### src/rtl/rgr_pkg.sv
// Overview of operation
// - regulator control resets to 0x88: both regulators on, other fields zero
// - bit 7 enables second regulator, bit 6 is its sleep-off flag
// - enabled regulator: full power normally; low-power: reduced if flag 0, off if 1
// - bits 5:4 pick second regulator voltage: 1.8, 2.5, 3.0, 3.3 V
// - voltage select taken only while disabled or in the disabling write
// - bit 3 enables first regulator, bit 2 is its sleep-off flag
// - bits 1:0 pick first regulator voltage: external, 2.5, 2.75, 3.0 V
// - pin config bits 7:4 pick edge per pin: 0 falling, 1 rising
// - pin config bits 3:0 mask per pin interrupt; set bit suppresses
// - pin config and direction/value registers reset to 0x00
// - direction/value bits 7:4 select direction: 0 input, 1 output
// - output pin: value 1 pulls low, value 0 releases to pull-up
// - input pin: value bit reflects the pin level
// - writes to value bits of input pins are ignored
// - low-power mode when pin high, pin enable set and supply select set
package rgr_pkg;
	localparam logic [7:0] RGR_ADDR_REG_CTRL = 8'h0e;
	localparam logic [7:0] RGR_ADDR_PIN_CFG = 8'h0f;
	localparam logic [7:0] RGR_ADDR_PIN_DIRVAL = 8'h10;
	localparam logic [7:0] RGR_RST_REG_CTRL = 8'h88;
	localparam logic [7:0] RGR_RST_PIN_CFG = 8'h00;
	localparam logic [7:0] RGR_RST_PIN_DIRVAL = 8'h00;
	localparam int RGR_SECOND_EN_BIT = 7;
	localparam int RGR_SECOND_SLP_BIT = 6;
	localparam int RGR_SECOND_VSEL_LO = 4;
	localparam int RGR_FIRST_EN_BIT = 3;
	localparam int RGR_FIRST_SLP_BIT = 2;
	localparam int RGR_FIRST_VSEL_LO = 0;
	localparam int RGR_EDGE_LO = 4;
	localparam int RGR_MASK_LO = 0;
	localparam int RGR_DIR_LO = 4;
	localparam int RGR_VAL_LO = 0;
	localparam int RGR_PINS = 4;
	typedef enum logic [1:0] {
		RGR_PWR_OFF,
		RGR_PWR_REDUCED,
		RGR_PWR_FULL
	} rgr_pwr_t;
endpackage

### src/rtl/rgr_ldo_mode.sv
`timescale 1ns/1ps
module rgr_ldo_mode
	import rgr_pkg::*;
(
	// regulator control fields and low-power mode
	input wire logic enable,
	input wire logic sleep_off,
	input wire logic low_power,
	// resulting power state
	output rgr_pwr_t state
);
	always_comb begin
		if (!enable) begin
			state = RGR_PWR_OFF;
		end else if (!low_power) begin
			state = RGR_PWR_FULL;
		end else if (sleep_off) begin
			state = RGR_PWR_OFF;
		end else begin
			state = RGR_PWR_REDUCED;
		end
	end
endmodule

### src/rtl/rgr_pin_sync.sv
`timescale 1ns/1ps
module rgr_pin_sync #(
	parameter int WIDTH = 4
) (
	// clock and reset
	input wire logic sys_clk,
	input wire logic reset,
	// pins in, stable level out
	input wire logic [WIDTH-1:0] pin_async,
	output logic [WIDTH-1:0] pin_level
);
	logic [WIDTH-1:0] s1_reg, s2_reg, s3_reg, lvl_reg;
	logic [WIDTH-1:0] lvl_next;

	// a change counts once stages two and three agree
	always_comb begin
		lvl_next = lvl_reg;
		for (int i = 0; i < WIDTH; i++) begin
			if (s2_reg[i] == s3_reg[i]) begin
				lvl_next[i] = s3_reg[i];
			end
		end
	end

	always_ff @(posedge sys_clk) begin
		if (reset) begin
			s1_reg <= '0;
			s2_reg <= '0;
			s3_reg <= '0;
			lvl_reg <= '0;
		end else begin
			s1_reg <= pin_async;
			s2_reg <= s1_reg;
			s3_reg <= s2_reg;
			lvl_reg <= lvl_next;
		end
	end

	assign pin_level = lvl_reg;
endmodule

### src/rtl/rgr_regs.sv
`timescale 1ns/1ps
module rgr_regs
	import rgr_pkg::*;
#(
	parameter int PINS = RGR_PINS
) (
	// clock and reset
	input wire logic sys_clk,
	input wire logic reset,
	// register access from the serial engine
	input wire logic wr_en,
	input wire logic rd_en,
	input wire logic [7:0] addr,
	input wire logic [7:0] wr_data,
	output logic [7:0] rd_data,
	output logic rd_valid,
	// low-power request
	input wire logic low_power_request_pin,
	input wire logic low_power_pin_enable,
	input wire logic supply_mode_select,
	output logic low_power_mode,
	// regulator controls
	output logic second_reg_enable,
	output logic second_reg_sleep_off,
	output logic [1:0] second_reg_voltage_sel,
	output logic first_reg_enable,
	output logic first_reg_sleep_off,
	output logic [1:0] first_reg_voltage_sel,
	output logic [1:0] second_reg_power,
	output logic [1:0] first_reg_power,
	// open-drain pins
	input wire logic [PINS-1:0] gpio_in,
	output logic [PINS-1:0] gpio_out,
	output logic [PINS-1:0] gpio_oe,
	// pin interrupt event
	output logic [PINS-1:0] pin_event
);
	////////////////////////////////////////////////////////////////////////////////
	// register state
	logic [7:0] ctrl_reg, ctrl_next;
	logic [7:0] cfg_reg, cfg_next;
	logic [PINS-1:0] dir_reg, dir_next;
	logic [PINS-1:0] oval_reg, oval_next;
	logic [7:0] rd_data_reg, rd_data_next;
	logic rd_valid_reg, rd_valid_next;
	logic [PINS-1:0] lvl_d_reg, lvl_d_next;
	logic [PINS-1:0] evt_reg, evt_next;
	logic [PINS-1:0] oe_reg, oe_next;
	logic lp_reg, lp_next;
	logic [1:0] pw2_reg, pw1_reg;
	logic [PINS-1:0] pin_level;
	logic lp_pin_level;
	rgr_pwr_t pw2_state, pw1_state;
	logic [PINS:0] sync_level;

	// pins and the low-power request come from outside the clock domain
	rgr_pin_sync #(.WIDTH(PINS + 1)) u_sync (
		.sys_clk(sys_clk),
		.reset(reset),
		.pin_async({low_power_request_pin, gpio_in}),
		.pin_level(sync_level)
	);
	// one vector out of the synchroniser, split here rather than at the port
	assign pin_level = sync_level[PINS-1:0];
	assign lp_pin_level = sync_level[PINS];

	////////////////////////////////////////////////////////////////////////////////
	// register writes
	always_comb begin
		ctrl_next = ctrl_reg;
		cfg_next = cfg_reg;
		dir_next = dir_reg;
		oval_next = oval_reg;
		if (wr_en && addr == RGR_ADDR_REG_CTRL) begin
			ctrl_next[RGR_SECOND_EN_BIT] = wr_data[RGR_SECOND_EN_BIT];
			ctrl_next[RGR_SECOND_SLP_BIT] = wr_data[RGR_SECOND_SLP_BIT];
			ctrl_next[RGR_FIRST_EN_BIT] = wr_data[RGR_FIRST_EN_BIT];
			ctrl_next[RGR_FIRST_SLP_BIT] = wr_data[RGR_FIRST_SLP_BIT];
			// a live regulator never sees its voltage step under it
			if (!ctrl_reg[RGR_SECOND_EN_BIT] || !wr_data[RGR_SECOND_EN_BIT]) begin
				ctrl_next[RGR_SECOND_VSEL_LO +: 2] = wr_data[RGR_SECOND_VSEL_LO +: 2];
			end
			if (!ctrl_reg[RGR_FIRST_EN_BIT] || !wr_data[RGR_FIRST_EN_BIT]) begin
				ctrl_next[RGR_FIRST_VSEL_LO +: 2] = wr_data[RGR_FIRST_VSEL_LO +: 2];
			end
		end
		if (wr_en && addr == RGR_ADDR_PIN_CFG) begin
			cfg_next = wr_data;
		end
		if (wr_en && addr == RGR_ADDR_PIN_DIRVAL) begin
			dir_next = wr_data[RGR_DIR_LO +: PINS];
			for (int i = 0; i < PINS; i++) begin
				if (dir_reg[i]) begin
					oval_next[i] = wr_data[RGR_VAL_LO + i];
				end
			end
		end
	end

	////////////////////////////////////////////////////////////////////////////////
	// pins, events, reads and low-power mode
	always_comb begin
		oe_next = dir_reg & oval_reg;
		lvl_d_next = pin_level;
		for (int i = 0; i < PINS; i++) begin
			evt_next[i] = !dir_reg[i] && !cfg_reg[RGR_MASK_LO + i]
				&& (cfg_reg[RGR_EDGE_LO + i] ? (pin_level[i] && !lvl_d_reg[i])
				: (!pin_level[i] && lvl_d_reg[i]));
		end
		lp_next = lp_pin_level && low_power_pin_enable && supply_mode_select;
		rd_valid_next = rd_en;
		rd_data_next = 8'h00;
		if (rd_en) begin
			unique case (addr)
				RGR_ADDR_REG_CTRL: rd_data_next = ctrl_reg;
				RGR_ADDR_PIN_CFG: rd_data_next = cfg_reg;
				RGR_ADDR_PIN_DIRVAL: begin
					rd_data_next[RGR_DIR_LO +: PINS] = dir_reg;
					rd_data_next[RGR_VAL_LO +: PINS] = (dir_reg & oval_reg)
						| (~dir_reg & pin_level);
				end
				default: rd_data_next = 8'h00;
			endcase
		end
	end

	rgr_ldo_mode u_mode2 (
		.enable(ctrl_reg[RGR_SECOND_EN_BIT]),
		.sleep_off(ctrl_reg[RGR_SECOND_SLP_BIT]),
		.low_power(lp_reg),
		.state(pw2_state)
	);
	rgr_ldo_mode u_mode1 (
		.enable(ctrl_reg[RGR_FIRST_EN_BIT]),
		.sleep_off(ctrl_reg[RGR_FIRST_SLP_BIT]),
		.low_power(lp_reg),
		.state(pw1_state)
	);

	always_ff @(posedge sys_clk) begin
		if (reset) begin
			ctrl_reg <= RGR_RST_REG_CTRL;
			cfg_reg <= RGR_RST_PIN_CFG;
			dir_reg <= RGR_RST_PIN_DIRVAL[RGR_DIR_LO +: PINS];
			oval_reg <= RGR_RST_PIN_DIRVAL[RGR_VAL_LO +: PINS];
			rd_data_reg <= 8'h00;
			rd_valid_reg <= 1'b0;
			lvl_d_reg <= '0;
			evt_reg <= '0;
			oe_reg <= '0;
			lp_reg <= 1'b0;
			pw2_reg <= 2'h0;
			pw1_reg <= 2'h0;
		end else begin
			ctrl_reg <= ctrl_next;
			cfg_reg <= cfg_next;
			dir_reg <= dir_next;
			oval_reg <= oval_next;
			rd_data_reg <= rd_data_next;
			rd_valid_reg <= rd_valid_next;
			lvl_d_reg <= lvl_d_next;
			evt_reg <= evt_next;
			oe_reg <= oe_next;
			lp_reg <= lp_next;
			pw2_reg <= pw2_state;
			pw1_reg <= pw1_state;
		end
	end

	////////////////////////////////////////////////////////////////////////////////
	// outputs straight from flops, except gpio_out tied low
	assign second_reg_enable = ctrl_reg[RGR_SECOND_EN_BIT];
	assign second_reg_sleep_off = ctrl_reg[RGR_SECOND_SLP_BIT];
	assign second_reg_voltage_sel = ctrl_reg[RGR_SECOND_VSEL_LO +: 2];
	assign first_reg_enable = ctrl_reg[RGR_FIRST_EN_BIT];
	assign first_reg_sleep_off = ctrl_reg[RGR_FIRST_SLP_BIT];
	assign first_reg_voltage_sel = ctrl_reg[RGR_FIRST_VSEL_LO +: 2];
	assign second_reg_power = pw2_reg;
	assign first_reg_power = pw1_reg;
	assign gpio_out = '0; // open drain only ever pulls low
	assign gpio_oe = oe_reg;
	assign pin_event = evt_reg;
	assign rd_data = rd_data_reg;
	assign rd_valid = rd_valid_reg;
	assign low_power_mode = lp_reg;

	////////////////////////////////////////////////////////////////////////////////
	// checks
	a_ctrl_reset: assert property (@(posedge sys_clk)
		$past(reset) |-> ctrl_reg == RGR_RST_REG_CTRL) else $error("ctrl reset value wrong");
	a_vsel_hold: assert property (@(posedge sys_clk) disable iff (reset)
		$past(ctrl_reg[7]) && ctrl_reg[7] |-> $stable(ctrl_reg[5:4]))
		else $error("second voltage changed while enabled");
	a_vsel1_hold: assert property (@(posedge sys_clk) disable iff (reset)
		$past(ctrl_reg[3]) && ctrl_reg[3] |-> $stable(ctrl_reg[1:0]))
		else $error("first voltage changed while enabled");
	a_ctrl_update: assert property (@(posedge sys_clk) disable iff (reset)
		wr_en && addr == 8'h0e |=> ctrl_reg[7] == $past(wr_data[7])
		&& ctrl_reg[2] == $past(wr_data[2])) else $error("ctrl write not taken");
	a_pw_off: assert property (@(posedge sys_clk) disable iff (reset)
		!ctrl_reg[7] |=> pw2_reg == 2'(RGR_PWR_OFF)) else $error("disabled reg not off");
	a_pw_sleep: assert property (@(posedge sys_clk) disable iff (reset)
		ctrl_reg[3] && lp_reg && !ctrl_reg[2] |=> pw1_reg == 2'(RGR_PWR_REDUCED))
		else $error("reduced power not chosen");
	a_pw_full: assert property (@(posedge sys_clk) disable iff (reset)
		ctrl_reg[3] && !lp_reg |=> pw1_reg == 2'(RGR_PWR_FULL)) else $error("full power missing");
	a_od_drive: assert property (@(posedge sys_clk) disable iff (reset)
		dir_reg[0] && oval_reg[0] |=> gpio_oe[0]) else $error("pull-down not driven");
	a_od_input: assert property (@(posedge sys_clk) disable iff (reset)
		!dir_reg[1] |=> !gpio_oe[1]) else $error("input pin driven");
	a_val_ignore: assert property (@(posedge sys_clk) disable iff (reset)
		wr_en && addr == 8'h10 && !dir_reg[2] |=> oval_reg[2] == $past(oval_reg[2]))
		else $error("input value written");
	a_cfg_reset: assert property (@(posedge sys_clk)
		$past(reset) |-> cfg_reg == 8'h00 && dir_reg == 4'h0) else $error("pin reset wrong");
	a_evt_mask: assert property (@(posedge sys_clk) disable iff (reset)
		cfg_reg[0] |=> !pin_event[0]) else $error("masked event raised");
	a_evt_dir: assert property (@(posedge sys_clk) disable iff (reset)
		dir_reg[3] |=> !pin_event[3]) else $error("output pin raised event");
	a_evt_rise: assert property (@(posedge sys_clk) disable iff (reset)
		!dir_reg[0] && !cfg_reg[0] && cfg_reg[4] && pin_level[0] && !lvl_d_reg[0]
		|=> pin_event[0]) else $error("rising edge missed");
	a_lp_mode: assert property (@(posedge sys_clk) disable iff (reset)
		!low_power_pin_enable |=> !low_power_mode) else $error("low power without enable");
	a_rd_input: assert property (@(posedge sys_clk) disable iff (reset)
		rd_en && addr == 8'h10 && !dir_reg[1] |=> rd_data[1] == $past(pin_level[1]))
		else $error("input level not read");
	a_vsel_code: assert property (@(posedge sys_clk) disable iff (reset)
		wr_en && addr == 8'h0e && !ctrl_reg[7] |=> second_reg_voltage_sel == $past(wr_data[5:4]))
		else $error("voltage code lost");
	a_vsel1_code: assert property (@(posedge sys_clk) disable iff (reset)
		wr_en && addr == 8'h0e && !ctrl_reg[3] |=> first_reg_voltage_sel == $past(wr_data[1:0]))
		else $error("first voltage code lost");
	a_pw2_full: assert property (@(posedge sys_clk) disable iff (reset)
		ctrl_reg[7] && !lp_reg |=> pw2_reg == 2'(RGR_PWR_FULL))
		else $error("second full power missing");
	a_pw2_sleep: assert property (@(posedge sys_clk) disable iff (reset)
		ctrl_reg[7] && lp_reg && !ctrl_reg[6] |=> pw2_reg == 2'(RGR_PWR_REDUCED))
		else $error("second reduced power not chosen");
	a_pw2_sleep_off: assert property (@(posedge sys_clk) disable iff (reset)
		ctrl_reg[7] && lp_reg && ctrl_reg[6] |=> pw2_reg == 2'(RGR_PWR_OFF))
		else $error("second not off in low power");
	a_pw1_off: assert property (@(posedge sys_clk) disable iff (reset)
		!ctrl_reg[3] |=> pw1_reg == 2'(RGR_PWR_OFF)) else $error("disabled first not off");
	a_sleep_update: assert property (@(posedge sys_clk) disable iff (reset)
		wr_en && addr == RGR_ADDR_REG_CTRL |=> second_reg_sleep_off == $past(wr_data[6])
		&& first_reg_sleep_off == $past(wr_data[2]) && first_reg_enable == $past(wr_data[3]))
		else $error("sleep-off write not taken");
	a_cfg_write: assert property (@(posedge sys_clk) disable iff (reset)
		wr_en && addr == RGR_ADDR_PIN_CFG |=> cfg_reg == $past(wr_data))
		else $error("pin config write not taken");
	a_dir_write: assert property (@(posedge sys_clk) disable iff (reset)
		wr_en && addr == RGR_ADDR_PIN_DIRVAL |=> dir_reg == $past(wr_data[7:4]))
		else $error("direction write not taken");
	a_od_release: assert property (@(posedge sys_clk) disable iff (reset)
		dir_reg[2] && !oval_reg[2] |=> !gpio_oe[2]) else $error("released pin driven");
	a_evt_fall: assert property (@(posedge sys_clk) disable iff (reset)
		!dir_reg[1] && !cfg_reg[1] && !cfg_reg[5] && !pin_level[1] && lvl_d_reg[1]
		|=> pin_event[1]) else $error("falling edge missed");
	a_lp_on: assert property (@(posedge sys_clk) disable iff (reset)
		lp_pin_level && low_power_pin_enable && supply_mode_select |=> low_power_mode)
		else $error("low power not entered");

	// refused voltage step on a live regulator
	c_vsel_refused: cover property (@(posedge sys_clk) wr_en && addr == RGR_ADDR_REG_CTRL
		&& ctrl_reg[7] && wr_data[7] && wr_data[5:4] != ctrl_reg[5:4]);
	c_enable_write: cover property (@(posedge sys_clk) wr_en && addr == 8'h0e && !ctrl_reg[7]);
	c_low_power: cover property (@(posedge sys_clk) lp_reg && pw2_reg == 2'(RGR_PWR_REDUCED));
	c_pin_event: cover property (@(posedge sys_clk) |pin_event);
	c_drive_low: cover property (@(posedge sys_clk) |gpio_oe);
endmodule

### config.mk
export PLATFORM = sky130hd
export DESIGN_NAME = rgr_regs
export DESIGN_NICKNAME = d
export VERILOG_FILES = /design/src/rtl/rgr_pkg.sv /design/src/rtl/rgr_ldo_mode.sv /design/src/rtl/rgr_pin_sync.sv /design/src/rtl/rgr_regs.sv
export SDC_FILE = /design/constraint.sdc
export NUM_CORES = 1
export LEC_CHECK = 0
export BUFFER_PORTS_ARGS = -buffer_cell sky130_fd_sc_hd__buf_4
export CELL_PAD_IN_SITES_DETAIL_PLACEMENT = 0
export CELL_PAD_IN_SITES_GLOBAL_PLACEMENT = 1
export CORE_MARGIN = 5
export CORE_UTILIZATION = 37
export CTS_CLUSTER_DIAMETER = 200
export DETAILED_ROUTE_END_ITERATION = 10
export GPL_TIMING_DRIVEN = 0
export MAX_ROUTING_LAYER = met4
export PLACE_DENSITY = 0.79
export SLEW_MARGIN = 30
export SYNTH_ARGS = -nofsm -noshare
export SYNTH_HDL_FRONTEND = slang
export SYNTH_SLANG_ARGS = --single-unit
export TNS_END_PERCENT = 30
### constraint.sdc
create_clock -name sys_clk -period 1 [get_ports sys_clk]
set_input_delay 0.05 -clock sys_clk [delete_from_list [all_inputs] [get_ports sys_clk]]
set_output_delay 0.05 -clock sys_clk [all_outputs]
set_load 0.05 [all_outputs]
* Word-level counts from Yosys, hierarchy flattened
Cells that the tools add are included.
** Operators by class
- Add/subtract/negate cells :: 0
- Multipliers :: 0
- Div/mod/pow operators :: 0
- Magnitude comparators :: 0
- Equality and inequality tests :: 8
- Shift operators :: 0
- Muxes and demuxes :: 9
- Bitwise operators :: 8
- Reduce and logical (&&, ||, !) cells :: 54
** Operators with widths (count)
- $pmux 8 s3 :: 1
- $logic_and 1x1->1 :: 21
- $logic_not 1->1 :: 20
- $eq 8x4->1 const B :: 2
- $reduce_and 2->1 :: 6
- $and 4x4->4 :: 2
- $eq 8x5->1 const B :: 1
- $mux 1 :: 6
- $reduce_or 2->1 :: 3
- $reduce_or 3->1 :: 2
- $eq 1x1->1 :: 5
- $mux 2 :: 2
- $not 1->1 :: 4
- $not 4->4 :: 1
- $or 4x4->4 :: 1
- $logic_or 1x1->1 :: 2
** Word-level totals
- Register bits after elaboration :: 70
- Bits in latches :: 0
- Memory bits (writable) :: 0
- Memory bits (read-only) :: 0
- Output and inout bits :: 34
- Word-level logic and storage cells :: 106
- Memories kept :: 0

* Longest topological paths before layout
- Depth after elaboration :: 4
- Mapped depth :: 5
- Depth with buffers taken out :: 3

* By module
Synthesis repeated with hierarchy kept, for this count alone.
** Second synthesis, totals
- Cells, all modules :: 261
- Area total of the unflattened synthesis :: 2802.7 µm²
** By module, submodules not included
- rgr_regs :: times used 1, cells an instance 205, area an instance 2123.3 µm², sequential area each 1001.0 µm²
- rgr_pin_sync :: times used 1, cells an instance 52, area an instance 641.9 µm², sequential area each 400.4 µm²
- rgr_ldo_mode :: times used 2, cells an instance 2, area an instance 18.8 µm², sequential area each 0.0 µm²

* Worst setup path after synthesis
OpenSTA, ideal clock, no wires.
- Kind :: register to register
- From :: register ctrl_reg[3]
- To :: register ctrl_reg[0]
- Arrival :: 1088 ps
- Required time :: 880 ps
- Path slack :: -209 ps
- Cell stages (with the launch flop) :: 4
- Path buffers :: 0
- Clock period less this slack :: 1209 ps
- Cells stage by stage :: dfxtp_1 > nand2_1 > and4_1 > mux2i_1
** Between the ends
- Cells in the longest elaborated chain, start to end :: 3
** RTL lines
- start: declaration :: RTL line rgr_regs.sv:40 : logic [7:0] ctrl_reg, ctrl_next;
- start signal: assignment :: RTL line rgr_regs.sv:155 : ctrl_reg <= ctrl_next;
- $logic_not 1->1
- $logic_or 1x1->1 :: RTL line rgr_regs.sv:83 : if (!ctrl_reg[RGR_FIRST_EN_BIT] || !wr_data[RGR_FIRST_EN_BIT]) begin
- $reduce_and 2->1 (no line)
Every way passes these cells.
A chain may end at the register's enable or synchronous reset.

* Final worst setup path
- From :: register cfg_reg[6]
- To :: register rd_data_reg[6], in the netlist rd_data[6]
** Between the ends
- Cells in the longest elaborated chain, start to end :: 1
** RTL lines
- start: declaration :: RTL line rgr_regs.sv:41 : logic [7:0] cfg_reg, cfg_next;
- start signal: assignment :: RTL line rgr_regs.sv:156 : cfg_reg <= cfg_next;
- $pmux 8 s3 :: RTL line rgr_regs.sv:114 : unique case (addr)
- end signal: assignment :: RTL line rgr_regs.sv:159 : rd_data_reg <= rd_data_next;
- end: declaration :: RTL line rgr_regs.sv:44 : logic [7:0] rd_data_reg, rd_data_next;
Every way passes these cells.

==> key figures <==
Timing
  – Fmax: 1.02 GHz
  – Measured slew at the worst slew-check pin: 0.785 ns
  – Hold_ws: 0.0168 ns
  – Max Clock Skew: 0.00899 ns
  – Slew headroom: 47.7%
  – TNS Setup: 0 ns
  – Slew Limit Fails: 0
  – RSZ-0062 raised after global routing: yes
  – Fin. Hold Viols: 0
  – Clock period minus worst slack: 0.983 ns
  – Final setup violation count: 0
  – Final period util: 98.3%

Worst hold path
  – Hold path depth: 3
  – End of the worst hold path: cfg_reg[1]$_SDFFE_PP0P_
  – Hold crit path type: input pin to flip-flop
  – Hold path startpoint: wr_data[1]

Clock network
  – Bufs on Longest Clock Path: 2
  – Root buf cell: clkbuf_8
  – Worst-Skew Late Latency: 0.34 ns
  – Clock Sinks: 70
  – Clk pin slew, worst setup/hold paths: 0.07 ns
  – Inserted Clock Buffers: 9
  – H-tree lvl count: 3
  – TritonCTS clock tree: built

Synth
  – Mapped Avg Cell Area: 10.5 um2
  – Asr flop ratio synth: 0%
  – Post-synthesis sequential area ratio: 51.9%
  – YS warnings: 0
  – Synthesized cell area: 2700 um2
  – Synth unique cells: 35
  – Syn Inst Count: 257
  – Synth Register Bits: 70
  – Most common flop cell mapped by yosys: dfxtp_1
  – Post-synth EDFFs: 0

Route
  – Post-DRT Antenna Nets: 0
  – Drt wl/cell: 14.9 um
  – Final wirelength: 6570 um
  – Vias per cell: 4.77
  – Initial drt markers: 77
  – Drt first pass iters: 4
  – Routed via count: 2108
  – DR DRC count: 0

Global route
  – GRT Total Usage: 16.1%
  – Largest net degree at the start of global routing: 11
  – GRT overflow: 0
  – Global-route wire length before repair: 10600 um
  – Number of global-route vias before repair: 2095
  – Initial antenna violation count: 0

Worst setup path
  – Buf/Inv on CP: 0
  – Crit-path cells: mux2_2, a32oi_2, nor2_1
  – Crit-path max FO: 4
  – CP Capture Type: flip-flop
  – Worst path required time: 1.23 ns
  – Largest stage delay, worst path: 0.34 ns
  – Reg2reg start: cfg_reg[6]$_SDFFE_PP0P_
  – Worst path arrival time: 1.21 ns
  – R2R Path End: rd_data[6]$_SDFF_PP0_
  – R2R Setup Slk: 0.02 ns
  – Cells on worst reg2reg path: 3
  – Crit path max-delay family: flip-flops
  – CP startpoint kind: flip-flop
  – Critical path class: flip-flop to flip-flop
  – Crit path max-delay cell type: dfxtp_1

Placement
  – Gpl congestion: 0.819
  – Placed insts: 415
  – Input/output buffers: 56
  – DP Wirelength: 4590 um

Floorplanning
  – I/O pin cnt: 61
  – Initial Utilization: 37.7%
  – Die H: 95.5 um
  – Row count: 31
  – Die Footprint: 9110 um2
  – Die Wd: 95.5 um
  – Core Area: 7180 um2

Finish
  – Util after Layout: 51.4%
  – Area Overhead vs Synth: 36.4%
  – Net count, final: 368
  – Layout cell share with drive strength beyond 1: 35.0%
  – Antenna cell count: 0
  – Layout Cells excl Fill: 442

Power and ir drop
  – Leak Pwr: 1.51 nW
  – VDD IR max: 0.719 mV
  – Pwr/cell area: 1400 nW/um2

Run
  – Maxcap violations: 0

Outcome
  – Outcome: complete, no violations
[worst max-delay path by stage]
| stage | start | to | slack, ns | cells past startpoint |
|---|---|---|---|---|
| final | cfg_reg[6]$_SDFFE_PP0P_ | rd_data[6]$_SDFF_PP0_ | 0.02 | 3 |
| after global routing | lvl_d_reg[1]$_SDFF_PP0_ | pin_event[1]$_SDFF_PP0_ | -0.04 | 2 |
| after CTS | u_sync.pin_level[0]$_SDFFE_PP0N_ | pin_event[0]$_SDFF_PP0_ | -0.06 | 3 |
| after detailed placement | addr[0] | dir_reg[0]$_SDFFE_PP0P_ | -0.47 | 5 |
| after global placement | addr[0] | dir_reg[1]$_SDFFE_PP0P_ | -0.49 | 5 |
| after floorplan | ctrl_reg[4]$_SDFFE_PP0P_ | rd_data[4]$_SDFF_PP0_ | -0.09 | 3 |
[repair_timing]
action                                 in CTS  in global routing
pin swaps                                   3                  2
buffers inserted                            2                  2
hold buffers                               10                  0
resized for setup                          12                 33
setup endpoints to repair                  25                 33
endpoints found under the hold margin       8                  0
[per-layer routing]
metal	global-route usage, %	wire (um)	part of all wire [%]	vias to the layer above
met3	4.42	321	4.9	6
met4	5.21	66	1.0	0
met5	-	0	0	-
met1	19.4	2970	45	1004
met2	25.9	3210	49	49
li1	-	-	-	1049
[final cells by class]
class	instances	area, um2
multi-input combinational	172	1290
tap	99	124
clock inverter	2	10.0
timing repair buffer	70	573
buffer	15	88.8
clock buffer	11	151
sequential	70	1440
fill	664	3490
inverter	3	11.3
[per-stage QoR]
| stage | area (um2) | power [mW] | setup slack [ns] |
|---|---|---|---|
| final | 3690 | 5.17 | 0.0171 |
| after global routing | 3690 | 5.39 | -0.0404 |
| after CTS | 3570 | 5.23 | -0.0578 |
| after detailed placement | 3260 | 3.26 | -0.472 |
| after global placement | 3260 | 3.26 | -0.490 |
| after floorplan | 2720 | 3.10 | -0.0892 |
[cell usage in the layout, fill, tap and decap left out, types with 3 or more instances in the layout]
master and count:
dfxtp_2 10, o32a_1 4, nand2_1 13, mux2_2 4, conb_1 4, nor2b_1 19, buf_6 7, dfxtp_1 54
a21oi_1 5, nand3b_1 4, mux2i_1 30, clkbuf_1 6, nand4_1 5, dfxtp_4 6, clkbuf_8 11, o21ai_0 5
a2111oi_2 3, buf_4 58, nor2_1 20, nand2b_1 30, dlygate4sd3_1 10
[cell families after synthesis]
group                  count (synthesis)  synth area share [%]
AOI/OAI and AO/OA                     22                  5.93
muxes                                 36                  13.5
buffers and inverters                 18                  3.47
and+or+nand+nor                      110                  25.1
other                                  1                 0.139
DFF                                   70                  51.9
[power by group]
part           leakage, nW  internal, mW  total, mW  switching [mW]
clock               0.0869         0.985       1.94           0.955
combinational        0.847         0.194      0.415           0.221
sequential           0.575          2.80       2.82          0.0117
total                 1.51          3.98       5.17            1.19
[tightest hold or removal path: stages]
cell and delay (ns):
buf_4 0.08, nand2b_1 0.07, mux2i_1 0.12
[Yosys cell counts, types with 2 or more instances]
| library cell | n | area share, % |
|---|---|---|
| clkbuf_2 | 2 | 0.37 |
| nand4_1 | 5 | 1.2 |
| nor2_1 | 20 | 2.8 |
| mux2_2 | 4 | 1.7 |
| nor4b_4 | 2 | 1.8 |
| nor3b_1 | 2 | 0.56 |
| nor2b_1 | 20 | 4.6 |
| a2111oi_0 | 4 | 1.3 |
| a32oi_1 | 4 | 1.3 |
| nand2_1 | 14 | 1.9 |
| o32a_1 | 4 | 1.5 |
| nand2b_1 | 30 | 6.9 |
| and4b_1 | 2 | 0.74 |
| nor4bb_1 | 2 | 0.74 |
| mux2i_1 | 32 | 12 |
| clkbuf_1 | 7 | 0.97 |
| nand3b_1 | 4 | 1.1 |
| a21oi_1 | 5 | 0.93 |
| buf_4 | 4 | 1.1 |
| inv_1 | 2 | 0.28 |
| dfxtp_1 | 70 | 52 |
| o21ai_0 | 5 | 0.93 |
No activity file was read; power rests on OpenSTA's default activity.
